$ cat config.mk
export PLATFORM = sky130hd
export DESIGN_NAME = ssa_top
export DESIGN_NICKNAME = d
export VERILOG_FILES = /design/src/design/ssa_unused_placeholder_none.sv /design/src/design/ssa_pkg.sv /design/src/design/ssa_top.sv
export SDC_FILE = /design/constraint.sdc
export NUM_CORES = 1
export LEC_CHECK = 0
export ABC_AREA = 1
export BUFFER_PORTS_ARGS = -buffer_cell sky130_fd_sc_hd__buf_2
export CELL_PAD_IN_SITES_DETAIL_PLACEMENT = 0
export CELL_PAD_IN_SITES_GLOBAL_PLACEMENT = 2
export CORE_ASPECT_RATIO = 1.2
export CORE_MARGIN = 2
export CORE_UTILIZATION = 35
export CTS_CLUSTER_DIAMETER = 120
export DETAILED_ROUTE_END_ITERATION = 7
export PLACE_DENSITY = 0.7
export RECOVER_POWER = 50
export SKIP_CTS_REPAIR_TIMING = 1
export SLEW_MARGIN = 40
export SYNTH_ARGS = -nofsm -noshare
export SYNTH_HDL_FRONTEND = slang
export SYNTH_SLANG_ARGS = --single-unit
$ cat constraint.sdc
create_clock -name ref_clk_i -period 6 [get_ports ref_clk_i]
set_input_delay 0.3 -clock ref_clk_i [delete_from_list [all_inputs] [get_ports ref_clk_i]]
set_output_delay 0.3 -clock ref_clk_i [all_outputs]
set_load 0.01 [all_outputs]
$ cat src/design/ssa_unused_placeholder_none.sv
`timescale 1ns/10ps

$ cat src/design/ssa_pkg.sv
package ssa_pkg;

    // One FIFO slot: valid, parity error, character
    typedef struct packed {
        logic       vld;
        logic       perr;
        logic [7:0] dat;
    } ssa_ent_s;

    // Pins sampled into the clock domain, kept together
    typedef struct packed {
        logic       e;
        logic       cs;
        logic       rs;
        logic       rw;
        logic [7:0] d;
        logic       txc;
        logic       rxc;
        logic       rxd;
        logic       cts;
        logic       dcd_n;
    } ssa_pins_s;

    // Receiver character framing states
    typedef enum {RX_HUNT, RX_SECOND, RX_SYNCED} ssa_rx_e;

    localparam int unsigned FIFO_DEPTH = 3;

    // Control 1 fields
    localparam int unsigned CR1_RX_RST  = 0;
    localparam int unsigned CR1_TX_RST  = 1;
    localparam int unsigned CR1_CLR_SYN = 3;
    localparam int unsigned CR1_AC_LO   = 6;
    localparam logic [7:0]  CR1_RESET   = 8'h03;

    // Target of a write to the second location
    localparam logic [1:0] AC_CR2  = 2'h0;
    localparam logic [1:0] AC_CR3  = 2'h1;
    localparam logic [1:0] AC_SYNC = 2'h2;
    localparam logic [1:0] AC_TXD  = 2'h3;

    // Control 2 fields
    localparam int unsigned CR2_TWO_BYTE = 0;
    localparam int unsigned CR2_CLR_UF   = 1;
    localparam int unsigned CR2_SYNC_UF  = 2;
    localparam int unsigned CR2_WL8      = 3;
    localparam int unsigned CR2_PAR_EN   = 4;
    localparam int unsigned CR2_PAR_ODD  = 5;

    // Control 3 fields
    localparam int unsigned CR3_EXT_SYNC = 0;
    localparam int unsigned CR3_ONE_SYNC = 1;

    localparam logic [7:0] CTRL_RESET = 8'h00;
    localparam logic [7:0] MARK_FILL  = 8'hFF;
    localparam logic [8:0] SR_ONES    = 9'h1FF;
    localparam logic [3:0] LEN_FULL   = 4'h9;

endpackage

$ cat src/design/ssa_top.sv
`timescale 1ns/10ps
// Operation
// Two locations front seven internal registers
// Writes enter three-slot tx FIFO, advance
// Space flag shows tx FIFO input free
// FIFO moves paced by enable strobe
// One-byte and two-byte transfer modes
// Last slot loads during last half-bit
// LSB first; bits above length ignored
// Optional even or odd parity appended
// Underflow sends ones or sync code
// Underflow pulse lasts one clock-high period
// Pulse aligns with last half-bit before fill
// Underflow status sticky until software clears
// Clear-to-send holds tx, keeps FIFO
// Separate transmit and receive clocks
// External sync via carrier detect
// Single sync: one match starts data
// Two sync: two successive matches
// Parity error travels with character
// Status shows data available, parity error
// Reset latches transmitter and receiver reset
// Software programs setup before releasing reset
// Tx starts first clock-high, fill if empty
// Data available per transfer mode slots
// Missed second sync resumes bit search
// FIFO read clears data available flag
// One position per strobe, into empties
module ssa_top
    import ssa_pkg::*;
(
    input  wire logic       ref_clk_i,
    input  wire logic       arst_n_i,
    input  wire logic       e_i,
    input  wire logic       cs_i,
    input  wire logic       rs_i,
    input  wire logic       rw_i,
    input  wire logic [7:0] d_i,
    output logic      [7:0] d_o,
    output logic            d_oe_o,
    input  wire logic       tx_clk_i,
    input  wire logic       rx_clk_i,
    input  wire logic       rx_data_i,
    input  wire logic       cts_i,
    input  wire logic       dcd_n_i,
    output logic            tx_data_o,
    output logic            tx_underflow_output_o,
    output logic            sync_match_terminal_ready_o,
    output logic            tx_fifo_space_flag_o,
    output logic            rx_data_available_flag_o
);

    // Even parity of the active data bits, inverted for odd
    function automatic logic par_of(input logic [7:0] d,
                                    input logic wl8,
                                    input logic odd);
        par_of = ^(wl8 ? d : {1'b0, d[6:0]}) ^ odd;
    endfunction

    // Data bits with unused top bit dropped
    function automatic logic [7:0] trim(input logic [7:0] d,
                                        input logic wl8);
        trim = wl8 ? d : {1'b0, d[6:0]};
    endfunction

    logic [1:0] rst_q;            // Reset release pipeline
    logic       rst_n;            // Synchronised reset
    ssa_pins_s  pin_q1;           // First stage, read only by q2
    ssa_pins_s  pin_q2;           // Safe sampled pins
    ssa_pins_s  pin_q3;           // Previous, for edges
    logic [7:0] cr1;              // Control 1
    logic [7:0] cr2;              // Control 2
    logic [7:0] cr3;              // Control 3
    logic [7:0] sync_code;        // Sync code
    ssa_ent_s   txf [FIFO_DEPTH]; // Tx FIFO, slot 2 is output
    ssa_ent_s   next_txf [FIFO_DEPTH];
    ssa_ent_s   rxf [FIFO_DEPTH]; // Rx FIFO, slot 2 is output
    ssa_ent_s   next_rxf [FIFO_DEPTH];
    logic [8:0] tx_sr;            // Frame being sent
    logic [8:0] tx_nxt;           // Frame loaded at last half-bit
    logic       tx_pend;          // Next frame waiting for fall
    logic       tx_act;           // Transmitter running
    logic [3:0] tx_cnt;           // Bit index in frame
    logic       uf_flag;          // Sticky underflow status
    logic [8:0] rx_sr;            // Receive shift register
    logic [8:0] next_rx_sr;
    ssa_rx_e    rx_st;            // Framing state
    logic [3:0] rx_cnt;           // Bits since boundary

    // Reset release, asserted asynchronously
    always_ff @(posedge ref_clk_i or negedge arst_n_i) begin
        if (!arst_n_i) begin
            rst_q <= 2'h0;
        end else begin
            rst_q <= {rst_q[0], 1'b1};
        end
    end
    assign rst_n = rst_q[1];

    // Two-stage pin synchroniser plus edge history
    always_ff @(posedge ref_clk_i or negedge rst_n) begin
        if (!rst_n) begin
            pin_q1 <= '0;
            pin_q2 <= '0;
            pin_q3 <= '0;
        end else begin
            pin_q1 <= {e_i, cs_i, rs_i, rw_i, d_i, tx_clk_i,
                       rx_clk_i, rx_data_i, cts_i, dcd_n_i};
            pin_q2 <= pin_q1;
            pin_q3 <= pin_q2;
        end
    end

    // Strobe and serial clock edges
    wire e_rise   = pin_q2.e & ~pin_q3.e;
    wire e_fall   = ~pin_q2.e & pin_q3.e;
    wire txc_rise = pin_q2.txc & ~pin_q3.txc;
    wire txc_fall = ~pin_q2.txc & pin_q3.txc;
    wire rxc_rise = pin_q2.rxc & ~pin_q3.rxc;
    wire wr       = e_rise & pin_q2.cs & ~pin_q2.rw;
    wire rd       = e_rise & pin_q2.cs & pin_q2.rw;
    wire [1:0] ac = cr1[CR1_AC_LO +: 2];
    wire wr2      = wr & pin_q2.rs;
    wire tx_wr    = wr2 & (ac == AC_TXD);
    wire clr_uf   = wr2 & (ac == AC_CR2) & pin_q2.d[CR2_CLR_UF];
    wire rx_pop   = rd & pin_q2.rs;

    // Decoded configuration
    wire two_byte = cr2[CR2_TWO_BYTE];
    wire wl8      = cr2[CR2_WL8];
    wire par_en   = cr2[CR2_PAR_EN];
    wire par_odd  = cr2[CR2_PAR_ODD];
    wire syn_uf   = cr2[CR2_SYNC_UF];
    wire ext_sync = cr3[CR3_EXT_SYNC];
    wire one_sync = cr3[CR3_ONE_SYNC];
    wire tx_rst   = cr1[CR1_TX_RST];
    wire rx_rst   = cr1[CR1_RX_RST];
    wire clr_sync = cr1[CR1_CLR_SYN];
    wire cts      = pin_q2.cts;
    wire tx_hold  = tx_rst | cts;
    wire [3:0] len = (wl8 ? 4'h8 : 4'h7) + {3'h0, par_en};
    wire [7:0] sync_t = trim(sync_code, wl8);

    // Register writes; reset leaves both sections held
    always_ff @(posedge ref_clk_i or negedge rst_n) begin
        if (!rst_n) begin
            cr1       <= CR1_RESET;
            cr2       <= CTRL_RESET;
            cr3       <= CTRL_RESET;
            sync_code <= CTRL_RESET;
        end else if (wr) begin
            if (!pin_q2.rs) begin
                cr1 <= pin_q2.d;
            end else begin
                case (ac)
                    AC_CR2:  cr2 <= pin_q2.d;
                    AC_CR3:  cr3 <= pin_q2.d;
                    AC_SYNC: sync_code <= pin_q2.d;
                    default: ;
                endcase
            end
        end
    end

    // Transmitter takes a frame at rise of the last bit
    wire tx_last = ~tx_act | (tx_cnt == len - 4'h1);
    wire tx_load = txc_rise & ~tx_hold & tx_last;
    wire tx_uf   = tx_load & ~txf[2].vld;

    // Frame: data LSB first, parity right above it
    function automatic logic [8:0] mk_frame(input logic [7:0] d);
        logic [8:0] f;
        f = {1'b0, trim(d, wl8)};
        if (par_en) begin
            f[len - 4'h1] = par_of(d, wl8, par_odd);
        end
        mk_frame = f;
    endfunction

    // Tx FIFO: pop, then strobe shifts, then write
    always_comb begin
        for (int i = 0; i < FIFO_DEPTH; i++) begin
            next_txf[i] = txf[i];
        end
        if (tx_load & txf[2].vld) begin
            next_txf[2].vld = 1'b0;
        end
        if (e_fall) begin
            // Top first, so each moves a single slot
            for (int i = FIFO_DEPTH - 1; i > 0; i--) begin
                if (!next_txf[i].vld && next_txf[i-1].vld) begin
                    next_txf[i]       = next_txf[i-1];
                    next_txf[i-1].vld = 1'b0;
                end
            end
        end
        if (tx_wr && !next_txf[0].vld) begin
            next_txf[0] = {1'b1, 1'b0, pin_q2.d};
        end
        if (tx_rst) begin
            for (int i = 0; i < FIFO_DEPTH; i++) begin
                next_txf[i].vld = 1'b0;
            end
        end
    end

    // Tx FIFO storage; clear-to-send leaves it alone
    always_ff @(posedge ref_clk_i or negedge rst_n) begin
        if (!rst_n) begin
            for (int i = 0; i < FIFO_DEPTH; i++) begin
                txf[i] <= '0;
            end
        end else begin
            for (int i = 0; i < FIFO_DEPTH; i++) begin
                txf[i] <= next_txf[i];
            end
        end
    end

    // Serial transmitter, bit changes on clock fall
    always_ff @(posedge ref_clk_i or negedge rst_n) begin
        if (!rst_n) begin
            tx_sr     <= '0;
            tx_nxt    <= '0;
            tx_pend   <= 1'b0;
            tx_act    <= 1'b0;
            tx_cnt    <= 4'h0;
            tx_data_o <= 1'b1;
            tx_underflow_output_o <= 1'b0;
        end else if (tx_hold) begin
            // Idle mark while held
            tx_pend   <= 1'b0;
            tx_act    <= 1'b0;
            tx_cnt    <= 4'h0;
            tx_data_o <= 1'b1;
            tx_underflow_output_o <= 1'b0;
        end else begin
            if (tx_load) begin
                // First rise after release counts as a boundary
                tx_pend <= 1'b1;
                tx_nxt  <= txf[2].vld ? mk_frame(txf[2].dat)
                         : mk_frame(syn_uf ? sync_code : MARK_FILL);
                tx_underflow_output_o <= tx_uf & syn_uf;
            end else if (txc_fall) begin
                tx_underflow_output_o <= 1'b0;
                if (tx_pend) begin
                    tx_sr     <= tx_nxt;
                    tx_cnt    <= 4'h0;
                    tx_data_o <= tx_nxt[0];
                    tx_act    <= 1'b1;
                    tx_pend   <= 1'b0;
                end else if (tx_act) begin
                    tx_cnt    <= tx_cnt + 4'h1;
                    tx_data_o <= tx_sr[tx_cnt + 4'h1];
                end
            end
        end
    end

    // Sticky underflow; a new event beats the clear
    always_ff @(posedge ref_clk_i or negedge rst_n) begin
        if (!rst_n) begin
            uf_flag <= 1'b0;
        end else if (tx_uf) begin
            uf_flag <= 1'b1;
        end else if (clr_uf) begin
            uf_flag <= 1'b0;
        end
    end

    // Received character ends at the newest bit
    always_comb begin
        next_rx_sr = {pin_q2.rxd, rx_sr[8:1]};
    end
    wire [8:0] rx_chr  = next_rx_sr >> (LEN_FULL - len);
    wire [7:0] rx_dat  = trim(rx_chr[7:0], wl8);
    wire       rx_par  = rx_chr[len - 4'h1];
    wire       rx_perr = par_en & (rx_par != par_of(rx_dat, wl8, par_odd));
    wire       rx_match = rx_dat == sync_t;
    wire       rx_halt = rx_rst | clr_sync;
    wire       rx_end  = rx_cnt == len - 4'h1;
    wire       rx_push = rxc_rise & ~rx_halt & (rx_st == RX_SYNCED) & rx_end;

    // Rx shift register fills with ones on reset
    always_ff @(posedge ref_clk_i or negedge rst_n) begin
        if (!rst_n) begin
            rx_sr <= SR_ONES;
        end else if (rx_rst) begin
            rx_sr <= SR_ONES;
        end else if (rxc_rise) begin
            rx_sr <= next_rx_sr;
        end
    end

    // Character framing search
    always_ff @(posedge ref_clk_i or negedge rst_n) begin
        if (!rst_n) begin
            rx_st  <= RX_HUNT;
            rx_cnt <= 4'h0;
            sync_match_terminal_ready_o <= 1'b0;
        end else if (rx_halt) begin
            rx_st  <= RX_HUNT;
            rx_cnt <= 4'h0;
            sync_match_terminal_ready_o <= 1'b0;
        end else begin
            sync_match_terminal_ready_o <= 1'b0;
            if (rxc_rise) begin
                rx_cnt <= rx_end ? 4'h0 : rx_cnt + 4'h1;
                case (rx_st)
                    RX_HUNT: begin
                        rx_cnt <= 4'h0;
                        if (ext_sync) begin
                            if (!pin_q2.dcd_n) begin
                                rx_st <= RX_SYNCED;
                            end
                        end else if (rx_match) begin
                            sync_match_terminal_ready_o <= 1'b1;
                            rx_st <= one_sync ? RX_SYNCED
                                              : RX_SECOND;
                        end
                    end
                    RX_SECOND: begin
                        if (rx_end) begin
                            // Miss falls back to bitwise search
                            rx_st <= rx_match ? RX_SYNCED
                                              : RX_HUNT;
                            sync_match_terminal_ready_o <= rx_match;
                        end
                    end
                    RX_SYNCED: begin
                        if (ext_sync && pin_q2.dcd_n) begin
                            rx_st  <= RX_HUNT;
                            rx_cnt <= 4'h0;
                        end
                    end
                    default: rx_st <= RX_HUNT;
                endcase
            end
        end
    end

    // Rx FIFO: read, then strobe shifts, then push
    always_comb begin
        for (int i = 0; i < FIFO_DEPTH; i++) begin
            next_rxf[i] = rxf[i];
        end
        if (rx_pop) begin
            next_rxf[2].vld = 1'b0;
        end
        if (e_fall) begin
            for (int i = FIFO_DEPTH - 1; i > 0; i--) begin
                if (!next_rxf[i].vld && next_rxf[i-1].vld) begin
                    next_rxf[i]       = next_rxf[i-1];
                    next_rxf[i-1].vld = 1'b0;
                end
            end
        end
        if (rx_push) begin
            // Overrun simply replaces the input slot
            next_rxf[0] = {1'b1, rx_perr, rx_dat};
        end
        if (rx_rst) begin
            for (int i = 0; i < FIFO_DEPTH; i++) begin
                next_rxf[i].vld = 1'b0;
            end
        end
    end

    // Rx FIFO storage
    always_ff @(posedge ref_clk_i or negedge rst_n) begin
        if (!rst_n) begin
            for (int i = 0; i < FIFO_DEPTH; i++) begin
                rxf[i] <= '0;
            end
        end else begin
            for (int i = 0; i < FIFO_DEPTH; i++) begin
                rxf[i] <= next_rxf[i];
            end
        end
    end

    // Flags; space is blocked by reset and, unless external sync is set, CTS
    wire space = (two_byte ? ~txf[0].vld & ~txf[1].vld
                           : ~txf[0].vld)
               & ~tx_rst & ~(cts & ~ext_sync);
    wire rx_data_available_flag   = two_byte ? rxf[1].vld & rxf[2].vld
                          : rxf[2].vld;
    wire [7:0] status = {1'b0, rxf[2].perr & rx_data_available_flag, 1'b0, uf_flag,
                         cts, pin_q2.dcd_n, space, rx_data_available_flag};

    // Flag outputs, one cycle behind the FIFOs
    always_ff @(posedge ref_clk_i or negedge rst_n) begin
        if (!rst_n) begin
            tx_fifo_space_flag_o     <= 1'b0;
            rx_data_available_flag_o <= 1'b0;
        end else begin
            tx_fifo_space_flag_o     <= space;
            rx_data_available_flag_o <= rx_data_available_flag;
        end
    end

    // Read data captured at strobe rise, driven while strobe high
    always_ff @(posedge ref_clk_i or negedge rst_n) begin
        if (!rst_n) begin
            d_o    <= 8'h00;
            d_oe_o <= 1'b0;
        end else begin
            d_oe_o <= pin_q2.e & pin_q2.cs & pin_q2.rw;
            if (rd) begin
                d_o <= pin_q2.rs ? rxf[2].dat : status;
            end
        end
    end
endmodule

==> results of run 1 <==
## report_power, final
part / total, W / internal [W] / leakage [nW] / switching, W
clock network: 0.00106 / 0.000600 / 0.282 / 0.000462
logic: 0.000827 / 0.000278 / 1.70 / 0.000549
registers: 0.00144 / 0.00130 / 2.16 / 0.000136
total: 0.00332 / 0.00218 / 4.13 / 0.00115
## synth_stat cells, types with 6 or more instances
master	number	area share, %
ha_1	7	1.2
a21oi_1	30	2.0
nor2_1	59	2.9
nand2_2	23	1.9
o21ai_0	84	5.5
nand3_1	51	3.4
o21ai_1	13	0.85
nand2_1	266	13
mux2_2	6	0.89
xnor2_1	10	1.2
clkbuf_1	9	0.44
dfstp_2	11	3.8
dfrtp_1	158	52
inv_1	94	4.6
## layout by cell type (no fill, tap or decap), types with 4 or more instances in the layout
cell           Yosys  routed
o21ai_0           84      84
xor2_1             4       4
xnor2_1           10      10
a21oi_1           30      30
o22ai_1            5       5
clkbuf_1           9      17
mux2_2             6       6
o211ai_1           4       4
buf_2              5      18
o21ai_1           13      12
dlygate4sd3_1      0      18
nor2_1            59      60
a31oi_1            5       5
nand2_1          266     267
dfrtp_1          158     158
clkbuf_16          0      17
ha_1               7       7
inv_1             94      94
nand2_2           23      22
inv_6              0       5
nand3_1           51      51
dfstp_2           11      10
nor3_1             4       4
## metrics by stage
stage	std cells	setup WS, ns
after global placement	1172	3.149
after floorplan	885	0.9615
final	1223	2.338
after global routing	1223	1.584
after CTS	1205	3.016
after detailed placement	1173	3.032
## logic make-up (layout without fill, tap and decap cells)
| group | Yosys count | in the layout | synth area share [%] |
|---|---|---|---|
| simple gates | 419 | 419 | 23.32 |
| flops | 169 | 169 | 55.74 |
| compound gates | 150 | 150 | 10.80 |
| buf+inv | 119 | 183 | 6.443 |
| xor+xnor | 14 | 14 | 1.611 |
| fa+ha+maj | 7 | 7 | 1.151 |
| mux | 6 | 6 | 0.8875 |
| other cells | 1 | 1 | 0.04926 |
## worst reg2reg max path, delay by kind of cell (launching register included)
kind / cells / cell delay, ns
buf+inv: 2 / 2.37
flops: 1 / 1.31
## sequential cells by signal, summed over array words and instances (netlist names), 3 cells and up
| name | flops |
|---|---|
| pin_q3 | 3 |
| cr1 | 5 |
| tx_sr | 9 |
| cr2 | 5 |
| pin_q2 | 15 |
| rx_cnt | 4 |
| d_o | 8 |
| rxf | 30 |
| rx_sr | 8 |
| tx_nxt | 9 |
| tx_cnt | 4 |
| txf | 27 |
| sync_code | 8 |
| pin_q1 | 17 |
## layer usage
metal | global-route usage (%) | part of all wire, % | vias up
li1 | - | - | 2925
met1 | 21.79 | 46 | 2723
met2 | 29.48 | 50 | 60
met3 | 2.653 | 2.1 | 12
met4 | 5.785 | 1.8 | 0
met5 | 0 | 0 | -
## final cells by class
class / count / area, sq um / area share (%)
Timing Repair Buffer: 53 / 337.8 / 3.868
Tap cell: 274 / 342.8 / 3.925
Inverter: 98 / 367.9 / 4.211
Sequential cell: 169 / 4243 / 48.57
Clock buffer: 20 / 456.7 / 5.228
Multi-Input combinational cell: 597 / 2873 / 32.89
Clock inverter: 12 / 113.9 / 1.304
## final timing paths
check                                  to  slack, ns  cells past startpoint
worst max register to register  tx_cnt[0]       2.34                      2
worst min register to register   rst_q[1]       0.35                      0
min in group ref_clk_i           rst_q[1]       0.35                      0
worst min-delay path             rst_q[0]       0.17                      2
max in group ref_clk_i           rx_st[1]       3.04                     16
worst max-delay path            tx_cnt[0]       2.34                      2
==> impl_metrics.toml, run 1 <==
[synthesis]
ys_ff_latch = 169
synth-main-ff-cell = "dfrtp_1"
synthCells = 885
synth_cell_type_count = 40
synthArstFlopShare_pct = 100.0
netlist_area_sq_um = 7612
syn_nets = 911
syn_avg_cell_area_sq_um = 8.601
synth_enable_flop_cells = 0
yosys_warnings = 0
seq_area_frac_synth_pct = 55.74

[global_routing]
grt_max_degree = 53
grt_pass1_wl_um = 30080
antenna_found_initial = 0
grt_usage_pct = 16.96
first_global_vias = 5611
grt_overflow = 0

[timing]
tightest_slew_ns = 2.233
post-route-period-util_pct = 61.04
finalCriticalPeriod_ns = 3.662
slew_violations = 84
hold_ws_ns = 0.1729
setup_viol = 0
fin_skew_ns = 0.01990
tns_ns = 0
fmax_mhz = 273.1
final-hold-violation-count = 0
slew_headroom_pct = -48.87
grt_setup_unrepaired = "false"

[route]
wirelength_um = 18430
drt_iter0_markers = 324
wl_per_cell_um = 15.07
postRouteAntennaNets = 0
drcViolationCount = 0
vias_per_cell = 4.677
vias = 5720
drtPass1Iterations = 5

[clocking]
worstSkewPairLatency_ns = 0.43
numCtsBuffers = 17
clk_path_buf_depth = 2
cts-root-buf = "clkbuf_16"
ctsHtreeMaxLevel = 4
clkSinkCount = 169
cts_tree = "yes"
clkTransAtPathRegs_ns = 0.07

[placement]
gp_congestion = 0.8261
dpl.hpwl_um = 13980
portBuffers = 32
dpl_cell_area_sq_um = 8035

[layout]
final.fill_count = 2206
fin_area_sq_um = 8735
antenna_cells = 0
nets = 962
final_util_pct = 40.52
drive_gt1_share_pct = 11.28
area_delta_synth_final_pct = 14.74

[job]
maxCapViolations = 2

[worst_setup_path]
crit_path_end_kind = "async pin"
cp-start-kind = "register"
arrival_ns = 4.14
cp_num_buf_inv = 2
cp_slowest_cell = "clkbuf_1"
critPathKind = "register to async pin"
cpLargestDelayFamily = "buffers and inverters"
cp.required_ns = 6.48
r2r-start = "rst_q[1]"
crit_fanout = 52
crit_start = "rst_q[1]"
worstPathCellList = "clkbuf_1 -> buf_4"
max_stage_delay_ns = 1.56

[power_and_ir_drop]
total_leakage_power_nw = 4.134
finalPower_w = 0.003325
ir_worst_vdd_uv = 206.3
power_density_nw_per_um2 = 380.6

[die]
io_pins = 33
die_h_um = 165.6
coreArea_sq_um = 21560
core.rowCount = 59
die_area_sq_um = 22950
die_x_um = 138.6
start_util_pct = 35.31

[outcome]
outcome = "complete, but fails checks"
violations = "max-capacitance violations, max-slew violations"

[min_path]
min_path_type = "input port to async pin"
Power figures use the tool's default switching activity.
==> run 2: changes to the inputs <==
--- a/config.mk
+++ b/config.mk
@@ -11,10 +11,10 @@
 export CELL_PAD_IN_SITES_GLOBAL_PLACEMENT = 2
 export CORE_ASPECT_RATIO = 1.2
 export CORE_MARGIN = 2
-export CORE_UTILIZATION = 35
+export CORE_UTILIZATION = 34
 export CTS_CLUSTER_DIAMETER = 120
 export DETAILED_ROUTE_END_ITERATION = 7
-export PLACE_DENSITY = 0.7
+export PLACE_DENSITY = 0.71
 export RECOVER_POWER = 50
 export SKIP_CTS_REPAIR_TIMING = 1
 export SLEW_MARGIN = 40
==> constraint.sdc (replaced) <==
create_clock -name ref_clk_i -period 3.3 [get_ports ref_clk_i]
set_input_delay 0.165 -clock ref_clk_i [delete_from_list [all_inputs] [get_ports ref_clk_i]]
set_output_delay 0.165 -clock ref_clk_i [all_outputs]
set_load 0.01 [all_outputs]
==> run 2 against run 1 <==
The flow still finishes with violations (max-capacitance violations, max-slew violations). Sequential power increased by 81%. Critical path depth increased by 17. Final area grew 0.92%. Critical path type is now register to register.
==> impl_metrics.toml, run 2 (synthesized netlist as in run 1, its figures left out) <==
[timing]
slew_violations = 67
tns_ns = 0
post-route-period-util_pct = 80.04
finalCriticalPeriod_ns = 2.641
fmax_mhz = 378.6
fin_skew_ns = 0.01380
grt_setup_unrepaired = "false"
setup_viol = 0
final-hold-violation-count = 0
slew_headroom_pct = -12.46
hold_ws_ns = 0.05134
tightest_slew_ns = 1.687

[route]
drcViolationCount = 0
drt_iter0_markers = 310
wirelength_um = 18720
postRouteAntennaNets = 0
vias = 5807
wl_per_cell_um = 15.28
vias_per_cell = 4.740
drtPass1Iterations = 6

[layout]
top_register = "rxf"
area_delta_synth_final_pct = 15.80
multi_input_comb_area_sq_um = 2883
largest_reg_flops = 30
final_util_pct = 40.34
final.fill_count = 2225
drive_gt1_share_pct = 11.88
antenna_cells = 0
fin_cells = 1225
final-seq-area_sq_um = 4247
top_regs = "rxf x30, txf x27, pin_q1 x17"
nets = 964
final_cell_mix = "nand2_1 (266), dfrtp_1 (157), inv_1 (94)"
fin_area_sq_um = 8815
final_common_cell = "nand2_1"

[worst_setup_path]
critPathKind = "register to register"
worstPathCellList = "inv_1 -> ha_1 -> buf_4 -> inv_2 -> nand2_1 -> nand2_1 -> nand2_1 -> nand2_1 -> nand2_1 -> nand2_1 -> nand2_1 -> nand2_1 -> nand2_1 -> nand2_1 -> nand2_1 -> inv_1 -> nand2_1 -> nand3_1 -> nand2_1"
crit_path_end_kind = "register"
r2r-start = "cr2[4]"
crit_fanout = 12
cp_slowest_cell = "dfrtp_1"
crit_start = "cr2[4]"
cp-start-kind = "register"
arrival_ns = 2.96
cp.required_ns = 3.62
critical_path.most_common_cell = "nand2_1"
max_stage_delay_ns = 0.45

[placement]
gp_congestion = 0.8509
portBuffers = 32
dpl_cell_area_sq_um = 8070
dpl.hpwl_um = 13880
placed_cells = 1175

[job]
maxCapViolations = 1

[outcome]
violations = "max-capacitance violations, max-slew violations"
outcome = "complete, but fails checks"

[clocking]
cts-root-buf = "clkbuf_16"
clkTransAtPathRegs_ns = 0.08
worstSkewPairLatency_ns = 0.43
clk_path_buf_depth = 2
numCtsBuffers = 17
cts_tree = "yes"
ctsHtreeMaxLevel = 4
clkSinkCount = 169

[global_routing]
grt_max_degree = 102
first_global_vias = 5708
grt_pass1_wl_um = 30460
antenna_found_initial = 0
grt_usage_pct = 16.58
grt_overflow = 0

[power_and_ir_drop]
ir_worst_vdd_uv = 388.9
total_leakage_power_nw = 4.161
power_density_nw_per_um2 = 699.5

[min_path]
min_path_type = "input port to async pin"

[die]
die_h_um = 167.9
io_pins = 33
die_x_um = 140.6
start_util_pct = 34.84
coreArea_sq_um = 21850
die_area_sq_um = 23610
core.rowCount = 59
-- run 2: final timing paths --
| path | to | slack, ns | depth (start not counted) |
|---|---|---|---|
| worst max-delay path | rxf[28] | 0.66 | 19 |
| worst min-delay path | rst_q[1] | 0.05 | 2 |
| worst max register to register | rxf[28] | 0.66 | 19 |
| worst min register to register | pin_q2[16] | 0.35 | 0 |
| max in group asynchronous | tx_data_o | 1.23 | 2 |
| min in group ref_clk_i | pin_q2[16] | 0.35 | 0 |
-- run 2: power breakdown --
part / internal [W] / switching [W] / total [W] / leakage, nW
Clock: 0.00103 / 0.000975 / 0.00200 / 0.291
Combinational: 0.000517 / 0.00105 / 0.00157 / 1.72
Sequential: 0.00237 / 0.000230 / 0.00260 / 2.16
Total: 0.00391 / 0.00226 / 0.00617 / 4.16
-- run 2: stage by stage --
stage,power (W),worst slack (ns)
global route,0.006615,0.3120
detailed placement,0.004208,0.6554
CTS,0.006236,0.6501
finish,0.006166,0.6588
floorplan,0.003763,0.5161
global placement,0.004188,0.6874
-- run 2: layer usage --
metal | GRT usage (%) | vias up | routed length [um]
li1 | - | 2937 | -
met2 | 27.79 | 55 | 9137
met3 | 3.555 | 17 | 406
met5 | 0 | - | 0
met4 | 5.348 | 0 | 355
met1 | 21.51 | 2798 | 8823
-- run 2: worst max-delay path, delay by kind of cell (launching register included) --
family                   cells  cell delay (ns)
adder cells (fa/ha/maj)      1             0.35
buffers and inverters        4             0.61
AND/OR/NAND/NOR             14             1.13
flip-flops                   1             0.45
-- run 2: cell type report --
cell class                 count  area share [%]
multi-input combinational    597           32.70
clock buffer                  18           4.869
timing repair buffer          55           4.230
sequential                   169           48.18
tap                          274           3.889
inverter                      98           4.173
clock inverter                14           1.959
==> run 3: changes to the inputs <==
==> constraint.sdc (replaced) <==
create_clock -name ref_clk_i -period 2.3 [get_ports ref_clk_i]
set_input_delay 0.115 -clock ref_clk_i [delete_from_list [all_inputs] [get_ports ref_clk_i]]
set_output_delay 0.115 -clock ref_clk_i [all_outputs]
set_load 0.01 [all_outputs]
==> run 3 against run 2 <==
The run still ends with max-capacitance violations, max-slew violations left. Clock power rose by 40%. Maximum frequency rose by 22%. Sequential power is 42% higher. Via count grew 1.0%. Combinational power grew 55%. Wire length increased by 1.2%. Global-route usage is 0.27 points higher. Sequential share of layout area fell by 1.2 points. Cell count up 1.9%. Clock-buffer cell count is 1 lower. First-iteration DRC count down 0.65%. Critical path type unchanged. Highest routed layer unchanged.
==> impl_metrics.toml, run 3 (synthesized netlist as in run 1, its figures left out) <==
[outcome]
outcome = "complete, but fails checks"
violations = "max-capacitance violations, max-slew violations"

[timing]
setup_viol = 0
final-hold-violation-count = 0
tightest_slew_ns = 1.601
post-route-period-util_pct = 94.36
grt_setup_unrepaired = "false"
fmax_mhz = 460.8
tns_ns = 0
slew_headroom_pct = -6.710
slew_violations = 66
hold_ws_ns = 0.3215
finalCriticalPeriod_ns = 2.170
fin_skew_ns = 0.01094

[worst_setup_path]
arrival_ns = 2.50
r2r_cells = 13
cp.required_ns = 2.63
cp-start-kind = "register"
critPathKind = "register to register"
crit_path_end_kind = "register"
crit_fanout = 12

[die]
die_x_um = 140.6
start_util_pct = 34.84
die_h_um = 167.9
coreArea_sq_um = 21850
die_area_sq_um = 23610
core.rowCount = 59
io_pins = 33

[placement]
portBuffers = 32
gp_congestion = 0.8311
dpl.hpwl_um = 14210

[route]
wirelength_um = 18940
wirelength_met1_um = 8636
postRouteAntennaNets = 0
wl_per_cell_um = 15.18
drt_iter0_markers = 308
met2_wirelength_um = 9454
drtPass1Iterations = 5
dr.max_layer_used = "met4"
drcViolationCount = 0
vias_per_cell = 4.701
vias = 5867
wl_met3_um = 435

[clocking]
numCtsBuffers = 17
ctsHtreeMaxLevel = 4
worstSkewPairLatency_ns = 0.43
clkTransAtPathRegs_ns = 0.08
cts_tree = "yes"
clk_path_buf_depth = 2
cts-root-buf = "clkbuf_16"
clkSinkCount = 169

[power_and_ir_drop]
power_density_nw_per_um2 = 987.2
p_sw_w = 0.003199
p_int_w = 0.005726
total_leakage_power_nw = 4.328
pwr-share-seq_pct = 41.4
comb_power_share_pct = 27.3
clockPowerShare_pct = 31.3
p_sw_share_pct = 35.85
ir_worst_vdd_uv = 513.3

[layout]
drive_gt1_share_pct = 16.43
final_cell_mix = "nand2_1 (263), dfrtp_1 (156), inv_1 (93)"
final_common_cell = "nand2_1"
area_delta_synth_final_pct = 18.77
top_regs = "rxf x30, txf x27, pin_q1 x17"
nets = 987
antenna_cells = 0
largest_reg_flops = 30
top_register = "rxf"
final_util_pct = 41.38

[global_routing]
grt_usage_pct = 16.86
grt_max_degree = 103
first_global_vias = 5845
antenna_found_initial = 0
grt_overflow = 0
grt_pass1_wl_um = 30870

[min_path]
min_path_cells = 2
min_path_type = "input port to register"

[job]
maxCapViolations = 1
## run 3: changes by cell type in the layout (fill, tap and decap cells not counted), sizes merged
cell and change:
buf +37, clkbuf -16, dlygate4sd3 +1, inv +1
## run 3: area by class of cell
| cell class | instances | area, sq um |
|---|---|---|
| clock buffer | 17 | 425.4 |
| clock inverter | 15 | 153.9 |
| fill | 2250 | 12810 |
| inverter | 98 | 367.9 |
| multi-input combinational | 597 | 2928 |
| sequential | 169 | 4248 |
| tap | 274 | 342.8 |
| timing repair buffer | 78 | 575.6 |
## run 3: per-layer routing
metal / track usage [%] / vias up
met5: 0 / -
met4: 5.957 / 0
met3: 2.787 / 23
met2: 28.96 / 76
met1: 21.58 / 2792
li1: - / 2976
## run 3: stage by stage
step,power (W),setup WS (ns),cell area (sq um),cells
6_report,0.008925,0.1298,9041,1248
5_1_grt,0.009580,0.003533,9041,1248
4_1_cts,0.008963,0.02813,8792,1227
3_5_place_dp,0.006134,0.04604,8213,1195
3_3_place_gp,0.006096,0.06779,8209,1195
2_1_floorplan,0.005400,0.1922,7616,885
## run 3: path summary, 6_finish.rpt
path | slack [ns] | startpoint | end
min in group asynchronous | 0.52 | arst_n_i | rst_q[0]
max reg2reg | 0.13 | cr2[4] | rx_st[1]
max in group asynchronous | 0.51 | rst_q[1] | rxf[16]
min reg2reg | 0.35 | pin_q1[5] | pin_q2[5]
max | 0.13 | cr2[4] | rx_st[1]
min | 0.32 | d_i[0] | pin_q1[5]
## run 3: critical path, stage by stage, from the launching register on
cell and delay, ns:
dfrtp_1 0.38, buf_4 0.16, ha_1 0.25, a21oi_2 0.21, buf_12 0.15, nand2_1 0.10, nand3_1 0.11, nand2_1 0.06
nor2_1 0.10, nand2_1 0.09, nor2_4 0.17, nor2_2 0.08, o21ai_1 0.14, nand2_1 0.07
## run 3: power groups by stage
stage	registers [W]	clock network [W]	logic, W
after detailed placement	0.00376	0	0.00237
after global routing	0.00376	0.00302	0.00280
after CTS	0.00370	0.00288	0.00238
after global placement	0.00375	0	0.00235
final	0.00370	0.00280	0.00243
after floorplan	0.00369	0	0.00171
